$ cat config.mk
export PLATFORM = sky130hd
export DESIGN_NAME = hsp_top
export DESIGN_NICKNAME = d
export VERILOG_FILES = /design/src/design/hsp_pkg.sv /design/src/design/hsp_top.sv /design/src/design/hsp_rx_frame.sv
export SDC_FILE = /design/constraint.sdc
export NUM_CORES = 1
export LEC_CHECK = 0
export ABC_AREA = 1
export BUFFER_PORTS_ARGS = -buffer_cell sky130_fd_sc_hd__buf_2
export CAP_MARGIN = 20
export CORE_AREA = 2 2 174 176
export CTS_CLUSTER_DIAMETER = 40
export DETAILED_ROUTE_END_ITERATION = 6
export DIE_AREA = 0 0 176 178
export SLEW_MARGIN = 15
export SYNTH_ARGS = -nofsm -noshare
export SYNTH_HDL_FRONTEND = slang
export SYNTH_SLANG_ARGS = --single-unit
$ cat constraint.sdc
create_clock -name clk_in -period 3.3 [get_ports clk_in]
set_clock_uncertainty 0.2 [all_clocks]
set_input_delay 0.99 -clock clk_in [delete_from_list [all_inputs] [get_ports clk_in]]
set_output_delay 0.99 -clock clk_in [all_outputs]
set_load 0.005 [all_outputs]
$ cat src/design/hsp_pkg.sv
// Function
// RL1 - Frames are 8 data, no parity, 1 stop.
// RL2 - Break argument one sends break before data.
// RL3 - Each byte sent as one character, in order.
// RL4 - Software runs setup before transmit or receive.
// RL5 - Predefined divisors 300 to 115200 baud supported.
// RL6 - Setup dedicates one transmit and one receive pin.
// RL7 - Mode bit 0 set stores bytes in background.
// RL8 - Mode bit 0 clear: receive command only.
// RL9 - Mode bit 1 selects inverted transmit output.
// RL10 - Receive input always taken with true polarity.
// RL11 - Setup resets background write pointer to zero.
// RL12 - Background byte written, pointer increments, flag set.
// RL13 - Received flag stays set until software clears.
// RL14 - Divisor is sixteen bits, high speed, fixed.
// RL15 - Receive command accepts bytes only while running.
// RL16 - Receive command times out after milliseconds.
// RL17 - Setup off disables port and releases pins.
// RL18 - Centre sampling; frames with low stop dropped.
package hsp_pkg;

    // Frame geometry: eight data bits, no parity, one stop bit.
    localparam int unsigned DATA_BITS        = 8;
    // High speed generator: one bit spans four times (divisor plus one) clocks.
    localparam int unsigned BRG_SHIFT        = 2;
    // Break length in bit times (start plus twelve low bits).
    localparam int unsigned BREAK_BITS       = 13;
    // Clock rate and one millisecond in cycles for the receive timeout.
    localparam int unsigned CLK_HZ           = 100_000_000;
    localparam int unsigned MS_IN_US         = 1000;
    localparam int unsigned CYC_PER_MS       = CLK_HZ / 1000;
    // Mode bit positions of the setup command.
    localparam int unsigned MODE_BG_BIT      = 0;
    localparam int unsigned MODE_INV_BIT     = 1;
    // Reset values.
    localparam logic [15:0] DIV_RESET        = 16'h0000;
    localparam logic [7:0]  PTR_RESET        = 8'h00;
    // Example predefined divisor, 9600 baud at a 4 MHz system clock.
    localparam logic [15:0] baud_9600_at_4mhz = 16'h0067;

    // Setup command carried as one group.
    typedef struct packed {
        logic        enable;     // Zero means the off keyword.
        logic [15:0] divisor;    // Sixteen-bit baud word.
        logic [1:0]  mode;       // Background and invert bits.
    } hsp_setup_type;

    // Transmitter states.
    typedef enum logic [1:0] {
        HSP_TX_IDLE  = 2'b00,
        HSP_TX_BREAK = 2'b01,
        HSP_TX_FRAME = 2'b10
    } hsp_tx_state_type;

endpackage : hsp_pkg

$ cat src/design/hsp_top.sv
`timescale 1ns/10ps
`default_nettype none
// Hardware serial port: setup, transmit with optional break, command and
// background receive. Scratchpad writes leave as a strobe with address.
module hsp_top
#(
    parameter int unsigned TIMEOUT_MS_MAX = 65535 // Range-checked only; rxcmd_tmo_ms_in is not limited by it.
)
(
    input  wire logic                  clk_in,          // System clock.
    input  wire logic                  rst_n_in,        // Asynchronous reset.
    input  wire logic                  setup_in,        // Setup command pulse.
    input  wire hsp_pkg::hsp_setup_type setup_cfg_in,   // Setup arguments.
    input  wire logic                  tx_valid_in,     // Transmit byte offered.
    input  wire logic [7:0]            tx_data_in,      // Transmit byte.
    input  wire logic                  tx_break_in,     // Break before this byte.
    output logic                       tx_ready_out,    // Byte taken this cycle.
    input  wire logic                  rxcmd_start_in,  // Receive command pulse.
    input  wire logic [7:0]            rxcmd_count_in,  // Bytes wanted.
    input  wire logic [15:0]           rxcmd_tmo_ms_in, // Timeout, zero is none.
    output logic                       rxcmd_busy_out,  // Receive command running.
    output logic                       rxcmd_done_out,  // Pulse, count reached.
    output logic                       rxcmd_tmo_out,   // Pulse, timed out.
    output logic                       sp_we_out,       // Scratchpad write pulse.
    output logic [7:0]                 sp_addr_out,     // Scratchpad address.
    output logic [7:0]                 sp_data_out,     // Scratchpad data.
    input  wire logic                  flag_clr_in,     // Clear received flag.
    output logic                       rx_flag_out,     // Received-byte flag.
    output logic [7:0]                 bg_ptr_out,      // Background pointer.
    input  wire logic                  rx_pin_in,       // Serial input pin.
    output logic                       tx_pin_out,      // Serial output pin.
    output logic                       tx_pin_oe_out,   // Pin driven by port.
    output logic                       pins_owned_out   // Pins dedicated.
);
    initial
    begin
        if (TIMEOUT_MS_MAX == 0 || TIMEOUT_MS_MAX > 65535)
            $error("TIMEOUT_MS_MAX out of range");
    end

    hsp_pkg::hsp_setup_type cfg_r;          // Held configuration.
    logic [2:0]             sync_r;         // Input synchroniser chain.
    logic                   line_r;         // Debounced line level.
    logic                   rx_valid;       // Framer byte pulse.
    logic [7:0]             rx_data;        // Framer byte.
    logic [17:0]            bit_len;        // Clocks per bit.
    hsp_pkg::hsp_tx_state_type tx_state_r;  // Transmitter state.
    logic [17:0]            tx_tick_r;      // Transmit bit timer.
    logic [3:0]             tx_bit_r;       // Bit counter.
    logic [9:0]             tx_shift_r;     // Frame shifter incl. start/stop.
    logic                   tx_level_r;     // True-polarity line level.
    logic [7:0]             rxc_left_r;     // Bytes still wanted.
    logic [7:0]             rxc_addr_r;     // Command store address.
    logic [15:0]            ms_left_r;      // Milliseconds left.
    logic [31:0]            ms_tick_r;      // Cycles inside a millisecond.
    logic                   tmo_on_r;       // Timeout armed.

    // Mode bit decode used in several places.
    function automatic logic mode_bit(input logic [1:0] m, input int unsigned b);
        mode_bit = m[b];
    endfunction : mode_bit

    assign bit_len = ({2'b00, cfg_r.divisor} + 18'h00001) << hsp_pkg::BRG_SHIFT; // RL14

    // Setup latches the whole configuration; off clears enable.
    always_ff @(posedge clk_in or negedge rst_n_in)
    begin
        if (!rst_n_in)
        begin
            cfg_r          <= '0;
            pins_owned_out <= 1'b0;
        end
        else if (setup_in)
        begin
            // Any preset divisor fits the sixteen-bit word as given.
            cfg_r          <= setup_cfg_in; // RL5
            pins_owned_out <= setup_cfg_in.enable; // RL6 RL17
        end
    end

    // Three stages; a change counts once the last two agree. No inversion.
    always_ff @(posedge clk_in or negedge rst_n_in)
    begin
        if (!rst_n_in)
        begin
            sync_r <= 3'b111;
            line_r <= 1'b1;
        end
        else
        begin
            sync_r <= {sync_r[1:0], rx_pin_in};
            if (sync_r[2] == sync_r[1])
            begin
                line_r <= sync_r[2]; // RL10
            end
        end
    end

    hsp_rx_frame u_frame
    (
        .clk_in     (clk_in),
        .rst_n_in   (rst_n_in),
        .enable_in  (cfg_r.enable),
        .divisor_in (cfg_r.divisor),
        .line_in    (line_r),
        .valid_out  (rx_valid),
        .data_out   (rx_data)
    );

    // Transmitter: break first when asked, then one 8N1 frame per byte.
    always_ff @(posedge clk_in or negedge rst_n_in)
    begin
        if (!rst_n_in)
        begin
            tx_state_r   <= hsp_pkg::HSP_TX_IDLE;
            tx_tick_r    <= 18'h00000;
            tx_bit_r     <= 4'h0;
            tx_shift_r   <= 10'h3FF;
            tx_level_r   <= 1'b1;
            tx_ready_out <= 1'b0;
        end
        else
        begin
            tx_ready_out <= 1'b0;
            case (tx_state_r)
                hsp_pkg::HSP_TX_IDLE:
                begin
                    tx_level_r <= 1'b1;
                    // Bytes offered before setup are held off, not lost.
                    if (tx_valid_in && cfg_r.enable && !tx_ready_out) // RL4
                    begin
                        tx_ready_out <= 1'b1; // RL3
                        tx_shift_r   <= {1'b1, tx_data_in, 1'b0}; // RL1
                        tx_tick_r    <= bit_len - 18'h00001;
                        if (tx_break_in)
                        begin
                            tx_state_r <= hsp_pkg::HSP_TX_BREAK; // RL2
                            tx_bit_r   <= 4'(hsp_pkg::BREAK_BITS - 1);
                            tx_level_r <= 1'b0;
                        end
                        else
                        begin
                            tx_state_r <= hsp_pkg::HSP_TX_FRAME;
                            tx_bit_r   <= 4'(hsp_pkg::DATA_BITS + 1);
                            tx_level_r <= 1'b0;
                        end
                    end
                end
                hsp_pkg::HSP_TX_BREAK, hsp_pkg::HSP_TX_FRAME:
                begin
                    if (!cfg_r.enable)
                    begin
                        tx_state_r <= hsp_pkg::HSP_TX_IDLE;
                    end
                    else if (tx_tick_r != 18'h00000)
                    begin
                        tx_tick_r <= tx_tick_r - 18'h00001;
                    end
                    else if (tx_bit_r == 4'h0)
                    begin
                        if (tx_state_r == hsp_pkg::HSP_TX_BREAK)
                        begin
                            // One high bit time separates break and frame.
                            tx_state_r <= hsp_pkg::HSP_TX_FRAME;
                            tx_bit_r   <= 4'(hsp_pkg::DATA_BITS + 2);
                            tx_shift_r <= {tx_shift_r[8:0], 1'b1};
                            tx_level_r <= 1'b1;
                            tx_tick_r  <= bit_len - 18'h00001;
                        end
                        else
                        begin
                            tx_state_r <= hsp_pkg::HSP_TX_IDLE;
                        end
                    end
                    else
                    begin
                        tx_tick_r <= bit_len - 18'h00001;
                        tx_bit_r  <= tx_bit_r - 4'h1;
                        if (tx_state_r == hsp_pkg::HSP_TX_FRAME)
                        begin
                            tx_shift_r <= {1'b1, tx_shift_r[9:1]};
                            tx_level_r <= tx_shift_r[1];
                        end
                    end
                end
                default:
                begin
                    tx_state_r <= hsp_pkg::HSP_TX_IDLE;
                end
            endcase
        end
    end

    // Output pin with polarity; released when the port is off.
    always_ff @(posedge clk_in or negedge rst_n_in)
    begin
        if (!rst_n_in)
        begin
            tx_pin_out    <= 1'b1;
            tx_pin_oe_out <= 1'b0;
        end
        else
        begin
            tx_pin_out    <= tx_level_r ^ mode_bit(cfg_r.mode, hsp_pkg::MODE_INV_BIT); // RL9
            tx_pin_oe_out <= cfg_r.enable; // RL17
        end
    end

    // Receive command: counts bytes and the millisecond timeout.
    always_ff @(posedge clk_in or negedge rst_n_in)
    begin
        if (!rst_n_in)
        begin
            rxcmd_busy_out <= 1'b0;
            rxcmd_done_out <= 1'b0;
            rxcmd_tmo_out  <= 1'b0;
            rxc_left_r     <= 8'h00;
            rxc_addr_r     <= 8'h00;
            ms_left_r      <= 16'h0000;
            ms_tick_r      <= 32'h00000000;
            tmo_on_r       <= 1'b0;
        end
        else
        begin
            rxcmd_done_out <= 1'b0;
            rxcmd_tmo_out  <= 1'b0;
            if (rxcmd_start_in && cfg_r.enable && !rxcmd_busy_out)
            begin
                rxcmd_busy_out <= (rxcmd_count_in != 8'h00);
                rxcmd_done_out <= (rxcmd_count_in == 8'h00);
                rxc_left_r     <= rxcmd_count_in;
                rxc_addr_r     <= 8'h00;
                ms_left_r      <= rxcmd_tmo_ms_in;
                ms_tick_r      <= 32'(hsp_pkg::CYC_PER_MS - 1);
                tmo_on_r       <= (rxcmd_tmo_ms_in != 16'h0000);
            end
            else if (rxcmd_busy_out)
            begin
                if (rx_valid && !mode_bit(cfg_r.mode, hsp_pkg::MODE_BG_BIT)) // RL8 RL15
                begin
                    rxc_addr_r <= rxc_addr_r + 8'h01;
                    rxc_left_r <= rxc_left_r - 8'h01;
                    if (rxc_left_r == 8'h01)
                    begin
                        rxcmd_busy_out <= 1'b0;
                        rxcmd_done_out <= 1'b1;
                    end
                end
                else if (tmo_on_r)
                begin
                    if (ms_tick_r != 32'h00000000)
                    begin
                        ms_tick_r <= ms_tick_r - 32'h00000001;
                    end
                    else if (ms_left_r == 16'h0001)
                    begin
                        rxcmd_busy_out <= 1'b0; // RL16
                        rxcmd_tmo_out  <= 1'b1; // RL16
                    end
                    else
                    begin
                        ms_left_r <= ms_left_r - 16'h0001;
                        ms_tick_r <= 32'(hsp_pkg::CYC_PER_MS - 1);
                    end
                end
            end
        end
    end

    // Scratchpad writes from background mode or from a running command.
    always_ff @(posedge clk_in or negedge rst_n_in)
    begin
        if (!rst_n_in)
        begin
            sp_we_out   <= 1'b0;
            sp_addr_out <= 8'h00;
            sp_data_out <= 8'h00;
            bg_ptr_out  <= hsp_pkg::PTR_RESET;
        end
        else
        begin
            sp_we_out <= 1'b0;
            if (setup_in)
            begin
                bg_ptr_out <= hsp_pkg::PTR_RESET; // RL11
            end
            else if (rx_valid && mode_bit(cfg_r.mode, hsp_pkg::MODE_BG_BIT)) // RL7
            begin
                sp_we_out   <= 1'b1; // RL12
                sp_addr_out <= bg_ptr_out;
                sp_data_out <= rx_data;
                bg_ptr_out  <= bg_ptr_out + 8'h01; // RL12
            end
            else if (rx_valid && rxcmd_busy_out) // RL15
            begin
                sp_we_out   <= 1'b1;
                sp_addr_out <= rxc_addr_r;
                sp_data_out <= rx_data;
            end
        end
    end

    // Received flag: a new background byte wins over a clear in the same cycle.
    always_ff @(posedge clk_in or negedge rst_n_in)
    begin
        if (!rst_n_in)
        begin
            rx_flag_out <= 1'b0;
        end
        else if (rx_valid && mode_bit(cfg_r.mode, hsp_pkg::MODE_BG_BIT) && !setup_in)
        begin
            rx_flag_out <= 1'b1; // RL12
        end
        else if (flag_clr_in)
        begin
            rx_flag_out <= 1'b0; // RL13
        end
    end
endmodule : hsp_top
`default_nettype wire

$ cat src/design/hsp_rx_frame.sv
`timescale 1ns/10ps
`default_nettype none
// Receiver framer: centre sampling and stop check on a synchronised line.
module hsp_rx_frame
(
    input  wire logic        clk_in,       // System clock.
    input  wire logic        rst_n_in,     // Asynchronous reset, active low.
    input  wire logic        enable_in,    // Port enabled.
    input  wire logic [15:0] divisor_in,   // Baud word.
    input  wire logic        line_in,      // Synchronised true-polarity line.
    output logic             valid_out,    // One-cycle pulse, byte complete.
    output logic [7:0]       data_out      // Received byte.
);
    logic [17:0] tick_r;      // Baud timer.
    logic [3:0]  bit_r;       // Bit index, zero is start.
    logic        busy_r;      // Frame in progress.
    logic [7:0]  shift_r;     // Assembled data.
    logic [17:0] bit_len;     // Clocks per bit.

    // Bit length for the fixed high-speed, sixteen-bit generator.
    assign bit_len = ({2'b00, divisor_in} + 18'h00001) << hsp_pkg::BRG_SHIFT; // RL14

    // Timer restarts on the start edge; the first sample waits half a bit.
    always_ff @(posedge clk_in or negedge rst_n_in)
    begin
        if (!rst_n_in)
        begin
            busy_r    <= 1'b0;
            tick_r    <= 18'h00000;
            bit_r     <= 4'h0;
            shift_r   <= 8'h00;
            valid_out <= 1'b0;
            data_out  <= 8'h00;
        end
        else
        begin
            valid_out <= 1'b0;
            if (!enable_in)
            begin
                // A disabled port drops any frame in flight.
                busy_r <= 1'b0;
            end
            else if (!busy_r)
            begin
                if (!line_in)
                begin
                    busy_r <= 1'b1; // RL18
                    tick_r <= bit_len >> 1;
                    bit_r  <= 4'h0;
                end
            end
            else if (tick_r != 18'h00000)
            begin
                tick_r <= tick_r - 18'h00001;
            end
            else
            begin
                tick_r <= bit_len - 18'h00001;
                bit_r  <= bit_r + 4'h1;
                if (bit_r == 4'h0)
                begin
                    // A start glitch that is high at centre is ignored.
                    busy_r <= ~line_in;
                end
                else if (bit_r <= 4'(hsp_pkg::DATA_BITS))
                begin
                    shift_r <= {line_in, shift_r[7:1]}; // RL1
                end
                else
                begin
                    // Stop bit: only a high stop delivers the byte.
                    busy_r    <= 1'b0;
                    valid_out <= line_in; // RL18
                    data_out  <= shift_r;
                end
            end
        end
    end
endmodule : hsp_rx_frame
`default_nettype wire

---- After elaboration in Yosys (flattened, before gate mapping) ----
Cells that the tools add are included.
word-level totals
  register bits ........................... 195
  logic and storage cells ................. 210
  input port bits ......................... 59
cells by class
  eq/ne operators ......................... 19
  reduce and logical (&&, ||, !) cells .... 42
  bitwise operators ....................... 6
  add/sub/neg operators ................... 11
  multiplexer cells ....................... 99
  order comparisons ....................... 1
operator list
  cell                                                                    number
  32-bit two-way mux                                                      6
  18-bit two-way mux                                                      8
  16-bit two-way mux                                                      6
  8-bit two-way mux                                                       12
  10-bit two-way mux                                                      6
  18-bit by 1-bit subtractor with 18-bit output, second input constant    3
  1-bit two-way mux                                                       41
  18-bit case mux with 2 select lines                                     1
  18-bit nonzero test                                                     2
  4-bit two-way mux                                                       8
  32-bit nonzero test                                                     1
  32-bit by 1-bit subtractor with 32-bit output, second input constant    1
  5-bit AND reduction                                                     5
  10-bit case mux with 2 select lines                                     1
  16-bit by 1-bit adder with 16-bit output, second input constant         1
  8-bit by 1-bit adder with 8-bit output, second input constant           2
  16-bit by 1-bit equality test with 1-bit output, second input constant  1
  16-bit nonzero test                                                     1
  16-bit by 1-bit subtractor with 16-bit output, second input constant    1
  3-bit inequality test, second input constant                            5
  2-bit inequality test, second input constant                            7
  2-bit nonzero test                                                      7
  2-bit two-way mux                                                       6
  8-bit by 1-bit equality test with 1-bit output, second input constant   1
  26 further kinds                                                        45

---- Logic depth before layout (Yosys ltp) ----
  depth in word-level cells ............... 7
  mapped depth ............................ 16
  depth with buffers taken out ............ 16

---- Cells and area by module ----
Synthesis repeated with hierarchy kept, for this count alone.
second synthesis, totals
  cells, all modules ...................... 1776
  area total of the unflattened synthesis .. 12469.5 sq um
by module, submodules not included
  module        cells each  area an instance (sq um)  times used
  hsp_top       1284        9272.6                    1
  hsp_rx_frame  492         3196.8                    1

---- Least setup slack after synthesis ----
No wires, ideal clock.
  kind .................................... input -> register
  start point ............................. in tx_valid_in
  end point ............................... reg tx_tick_r[7]
  stages on the path ...................... 10
  data required time ...................... 2.973 ns
  path buffers ............................ 1
  path slack .............................. 0.929 ns
  arrival ................................. 2.044 ns
  path through ............................ nand2_1 -> nor2_1 -> nor2_1 -> nor2_1 -> inv_1 -> nor2_1 -> nand2_2 -> buf_4 -> a211oi_1 -> a21oi_1
between the ends
  cells in the longest elaborated chain, start to end .. 4
RTL lines
  item                             RTL line        text
  from (decl)                      hsp_top.sv:14   input wire logic tx_valid_in,
  1-bit logical AND (2 in series)  hsp_top.sv:130  if (tx_valid_in && cfg_r.enable && !tx_ready_out)
  2-bit inequality test (no line)  --
  4-bit AND reduction (no line)    --
  to (signal assigned)             hsp_top.sv:134  tx_tick_r <= bit_len - 18'h00001;
  to (signal assigned)             hsp_top.sv:157  tx_tick_r <= tx_tick_r - 18'h00001;
  to (signal assigned)             hsp_top.sv:168  tx_tick_r <= bit_len - 18'h00001;
  to (decl)                        hsp_top.sv:48   logic [17:0] tx_tick_r;
Every way passes these cells.
A chain may end at the register's enable or synchronous reset.

---- Worst setup path in the final report ----
  start point ............................. reg tx_tick_r[0]
  end point ............................... reg tx_tick_r[11]
between the ends
  cells in the longest elaborated chain, start to end .. 4
RTL lines
  item                                                                                  RTL line                        text
  18-bit by 1-bit subtractor with 18-bit output or 18-bit nonzero test (tied branches)  hsp_top.sv:157, hsp_top.sv:155
  18-bit two-way mux                                                                    hsp_top.sv:155                  else if (tx_tick_r != 18'h00000)
  18-bit two-way mux                                                                    hsp_top.sv:151                  if (!cfg_r.enable)
  18-bit case mux with 2 select lines                                                   hsp_top.sv:125                  case (tx_state_r)
Several ways; a longest one is shown, not always the timed one. The select of a mux whose other input is x is not followed.

==> impl_metrics.env <==
export IMPL_clockBufferDepth=2
export IMPL_cts_root_buffer="clkbuf_16"
export IMPL_critPathKind="reg2reg"
export IMPL_dpl_cell_area_um2=12600
export IMPL_route_vias_total=10400
export IMPL_n_antenna_cell=0
export IMPL_finalInstanceArea_um2=13200
export IMPL_p_sw_mw=2.80
export IMPL_ys_warnings_count=0
export IMPL_fin_ws_ps=591
export IMPL_end_kind="register"
export IMPL_grt_first_pass_wirelength_mm=50.2
export IMPL_grtUsageTotal_pct=19.8
export IMPL_drive_above_1_share_pct=13.9
export IMPL_io_buffer_count=91
export IMPL_cap_violations=0
export IMPL_core_area_um2=29400
export IMPL_crit_path_frequent_cell="nor2_2"
export IMPL_regArea_um2=4900
export IMPL_rows=63
export IMPL_antenna_found_initial=0
export IMPL_cts_buffers=17
export IMPL_pin_count=92
export IMPL_syn_to_final_growth_pct=13.2
export IMPL_synth_async_sr_flop_share_pct=100
export IMPL_worstPathArrival_ps=2850
export IMPL_hold_end="sync_r[1]$_DFF_PN1_"
export IMPL_finalSetupTns_ps=0
export IMPL_ys_ff_latch=195
export IMPL_nFillCells=2998
export IMPL_yosysUniqueCellTypes=51
export IMPL_dominantRegCellSynth="dfrtp_1"
export IMPL_die_area_um2=31300
export IMPL_syn_num_nets=1660
export IMPL_ctsResizeCount=0
export IMPL_setup_violations=0
export IMPL_drt_iter0_markers=613
export IMPL_ys_seq_area_share_pct=41.9
export IMPL_die_h_um=178
export IMPL_cts_sinks=195
export IMPL_cp_top_family="simple AND/OR/NAND/NOR gates"
export IMPL_hp_class="reg2reg"
export IMPL_initial_core_util_pct=39.8
export IMPL_synth_edf_count=0
export IMPL_grt_pass1_vias=10100
export IMPL_routed_wl_mm=29.6
export IMPL_rsz0062_at_grt="no"
export IMPL_htreeDepth=4
export IMPL_crit_path_max_fanout=24
export IMPL_wl_per_cell_um=14.3
export IMPL_syn_area_um2=11700
export IMPL_hold_viol=0
export IMPL_power_internal_mw=4.61
export IMPL_cts_tree="yes"
export IMPL_p_seq_share_pct=41.3
export IMPL_r2r_start="tx_tick_r[0]$_DFFE_PN0P_"
export IMPL_status="complete, no violations"
export IMPL_clkPwrFrac_pct=29.1
export IMPL_cts_reportedPaths_clkPinSlew_ps=90
export IMPL_first_pass_iters=5
export IMPL_overflow=0
export IMPL_finalPower_mw=7.41
export IMPL_powerDensity_nw_per_um2=559
export IMPL_multi_input_area_um2=5800
export IMPL_cp_data_required_time_ps=3440
export IMPL_relSlewSlack_pct=56.9
export IMPL_min_from="sync_r[0]$_DFF_PN1_"
export IMPL_reg2reg_to="tx_tick_r[11]$_DFFE_PN0P_"
export IMPL_tightest_slew_ps=647
export IMPL_final_net_count=1753
export IMPL_netSwitchingFraction_pct=37.8
export IMPL_min_period_ps=2710
export IMPL_vdd_drop_max_mv=0.386
export IMPL_place_ws_ps=478
export IMPL_period_share_pct=82.1
export IMPL_viasPerCell=5.02
export IMPL_reg2regPathDepth=12
export IMPL_drc_errors=0
export IMPL_layout_commonest_cell="nand2_1"
export IMPL_cp_slowest_cell="dfrtp_1"
export IMPL_hold_buffers=0
export IMPL_grt_max_degree=72
export IMPL_cp_start_kind="register"
export IMPL_p_comb_share_pct=29.5
export IMPL_ant_nets=0
export IMPL_syn_inst=1581
export IMPL_crit_chain="inv_1 > ha_1 > nand3_2 > nor2_2 > nand3_1 > nor2_2 > nand4_2 > nand2_2 > buf_4 > nor2_1 > o21ai_0 > nand2_1"
export IMPL_fmaxAchievable_mhz=369
export IMPL_post_cts_repair_setup_buffers=0
export IMPL_holdWs_ps=161
export IMPL_regToRegSetupSlack_ps=590
export IMPL_syn_mean_instance_area_um2=7.40
export IMPL_die_w_um=176
export IMPL_insertion_delay_ps=450
export IMPL_leakagePower_nw=6.39
export IMPL_final_cell_mix="nand2_1, inv_1, dfrtp_1"
export IMPL_slowest_delay_ps=420
export IMPL_drv_slew=0
export IMPL_cp_num_buf_inv=2
export IMPL_routabilityCongestion=0.876
export IMPL_hpwl_mm=21.9
export IMPL_hold_depth=0
-- worst max path at each step --
stage	startpoint	to	cells past startpoint
after floorplan	tx_valid_in	tx_tick_r[7]$_DFFE_PN0P_	10
after global placement	tx_valid_in	tx_tick_r[14]$_DFFE_PN0P_	12
after detailed placement	tx_valid_in	tx_tick_r[7]$_DFFE_PN0P_	11
after CTS	tx_tick_r[0]$_DFFE_PN0P_	tx_tick_r[11]$_DFFE_PN0P_	12
after global routing	tx_tick_r[0]$_DFFE_PN0P_	tx_tick_r[11]$_DFFE_PN0P_	12
final	tx_tick_r[0]$_DFFE_PN0P_	tx_tick_r[11]$_DFFE_PN0P_	12
-- kinds of logic (layout without fill, tap and decap cells) --
family	count (synthesis)	after routing	share of synthesized area (%)
AO/OA/AOI/OAI	265	265	13.2
XOR/XNOR	65	65	4.87
adder cells (fa/ha/maj)	21	21	2.23
buffers and inverters	248	354	8.53
flip-flops	195	195	41.9
AND/OR/NAND/NOR	787	787	29.3
-- power groups by stage --
| stage | Sequential, mW | Clock (mW) | Combinational [mW] |
|---|---|---|---|
| after detailed placement | 3.09 | 0 | 2.19 |
| final | 3.06 | 2.16 | 2.19 |
| after global placement | 3.10 | 0 | 2.17 |
| after floorplan | 3.02 | 0 | 1.66 |
| after global routing | 3.11 | 2.31 | 2.54 |
| after CTS | 3.06 | 2.21 | 2.20 |
-- area by class of cell --
| type | count | share of cell area [%] |
|---|---|---|
| Tap cell | 390 | 3.68 |
| Clock inverter | 14 | 1.30 |
| Timing Repair Buffer | 114 | 5.00 |
| Sequential cell | 195 | 37.0 |
| Inverter | 208 | 5.91 |
| Clock buffer | 18 | 3.32 |
| Multi-Input combinational cell | 1138 | 43.8 |
-- layer usage --
metal	part of all wire (%)	global-route usage, %
met4	2.0	6.13
met1	46	26.0
met5	0	0
met2	48	33.6
met3	3.4	3.24
-- per-stage QoR --
step	utilization, %	std cells
finish	45.0	2077
global route	45.0	2077
CTS	45.0	2077
detailed placement	43.0	2045
global placement	43.0	2045
floorplan	-	1581
-- Yosys cell counts, types with 2 or more instances --
cell type  number  share of area [%]
nand2_1       402                 13
inv_1         198                6.4
dfrtp_1       179                 38
nor2_1        171                5.5
o21ai_0       105                4.5
nand3_1        94                4.0
xor2_1         56                4.2
a21oi_1        54                2.3
nor3_1         42                1.8
o21ai_1        25                1.1
ha_1           20                2.1
clkbuf_1       19               0.61
nand4_1        18               0.96
o21ai_2        18                1.3
dfstp_2        16                3.6
o22ai_1        16               0.86
nor2_2         14               0.75
nor4_1         10               0.53
a31oi_1         9               0.48
buf_2           9               0.39
xnor2_1         9               0.67
o211ai_1        8               0.51
o31ai_1         8               0.51
inv_2           7               0.22
nand2_2         7               0.37
buf_4           6               0.39
nand3_2         6               0.51
nor2_4          6               0.58
o221ai_1        5               0.37
a22oi_1         4               0.26
buf_6           4               0.39
o21bai_1        4               0.26
and3_1          3               0.16
nand4_2         3               0.32
o211ai_2        3               0.32
or2_2           3               0.16
a211oi_1        2               0.13
buf_1           2              0.064
clkinv_1        2              0.064
nand3b_1        2               0.13
nor3_4          2               0.28
-- state kept, by name, summed over array words and instances, names as in the netlist, 8 cells and up --
register and flops:
ms_left_r 16, rxc_addr_r 8, sp_addr_out 8, bg_ptr_out 8
u_frame.shift_r 8, tx_tick_r 18, cfg_r 19, ms_tick_r 32
rxc_left_r 8, u_frame.data_out 8, u_frame.tick_r 18, sp_data_out 8
tx_shift_r 10
-- worst register-to-register path, stage by stage (launching register included) --
cell and delay, ps:
dfrtp_1 420, inv_1 110, ha_1 200, nand3_2 120, nor2_2 240, nand3_1 170, nor2_2 250, nand4_2 180
nand2_2 210, buf_4 290, nor2_1 70, o21ai_0 80, nand2_1 60
Note: power is estimated with default switching activity, not from simulation.
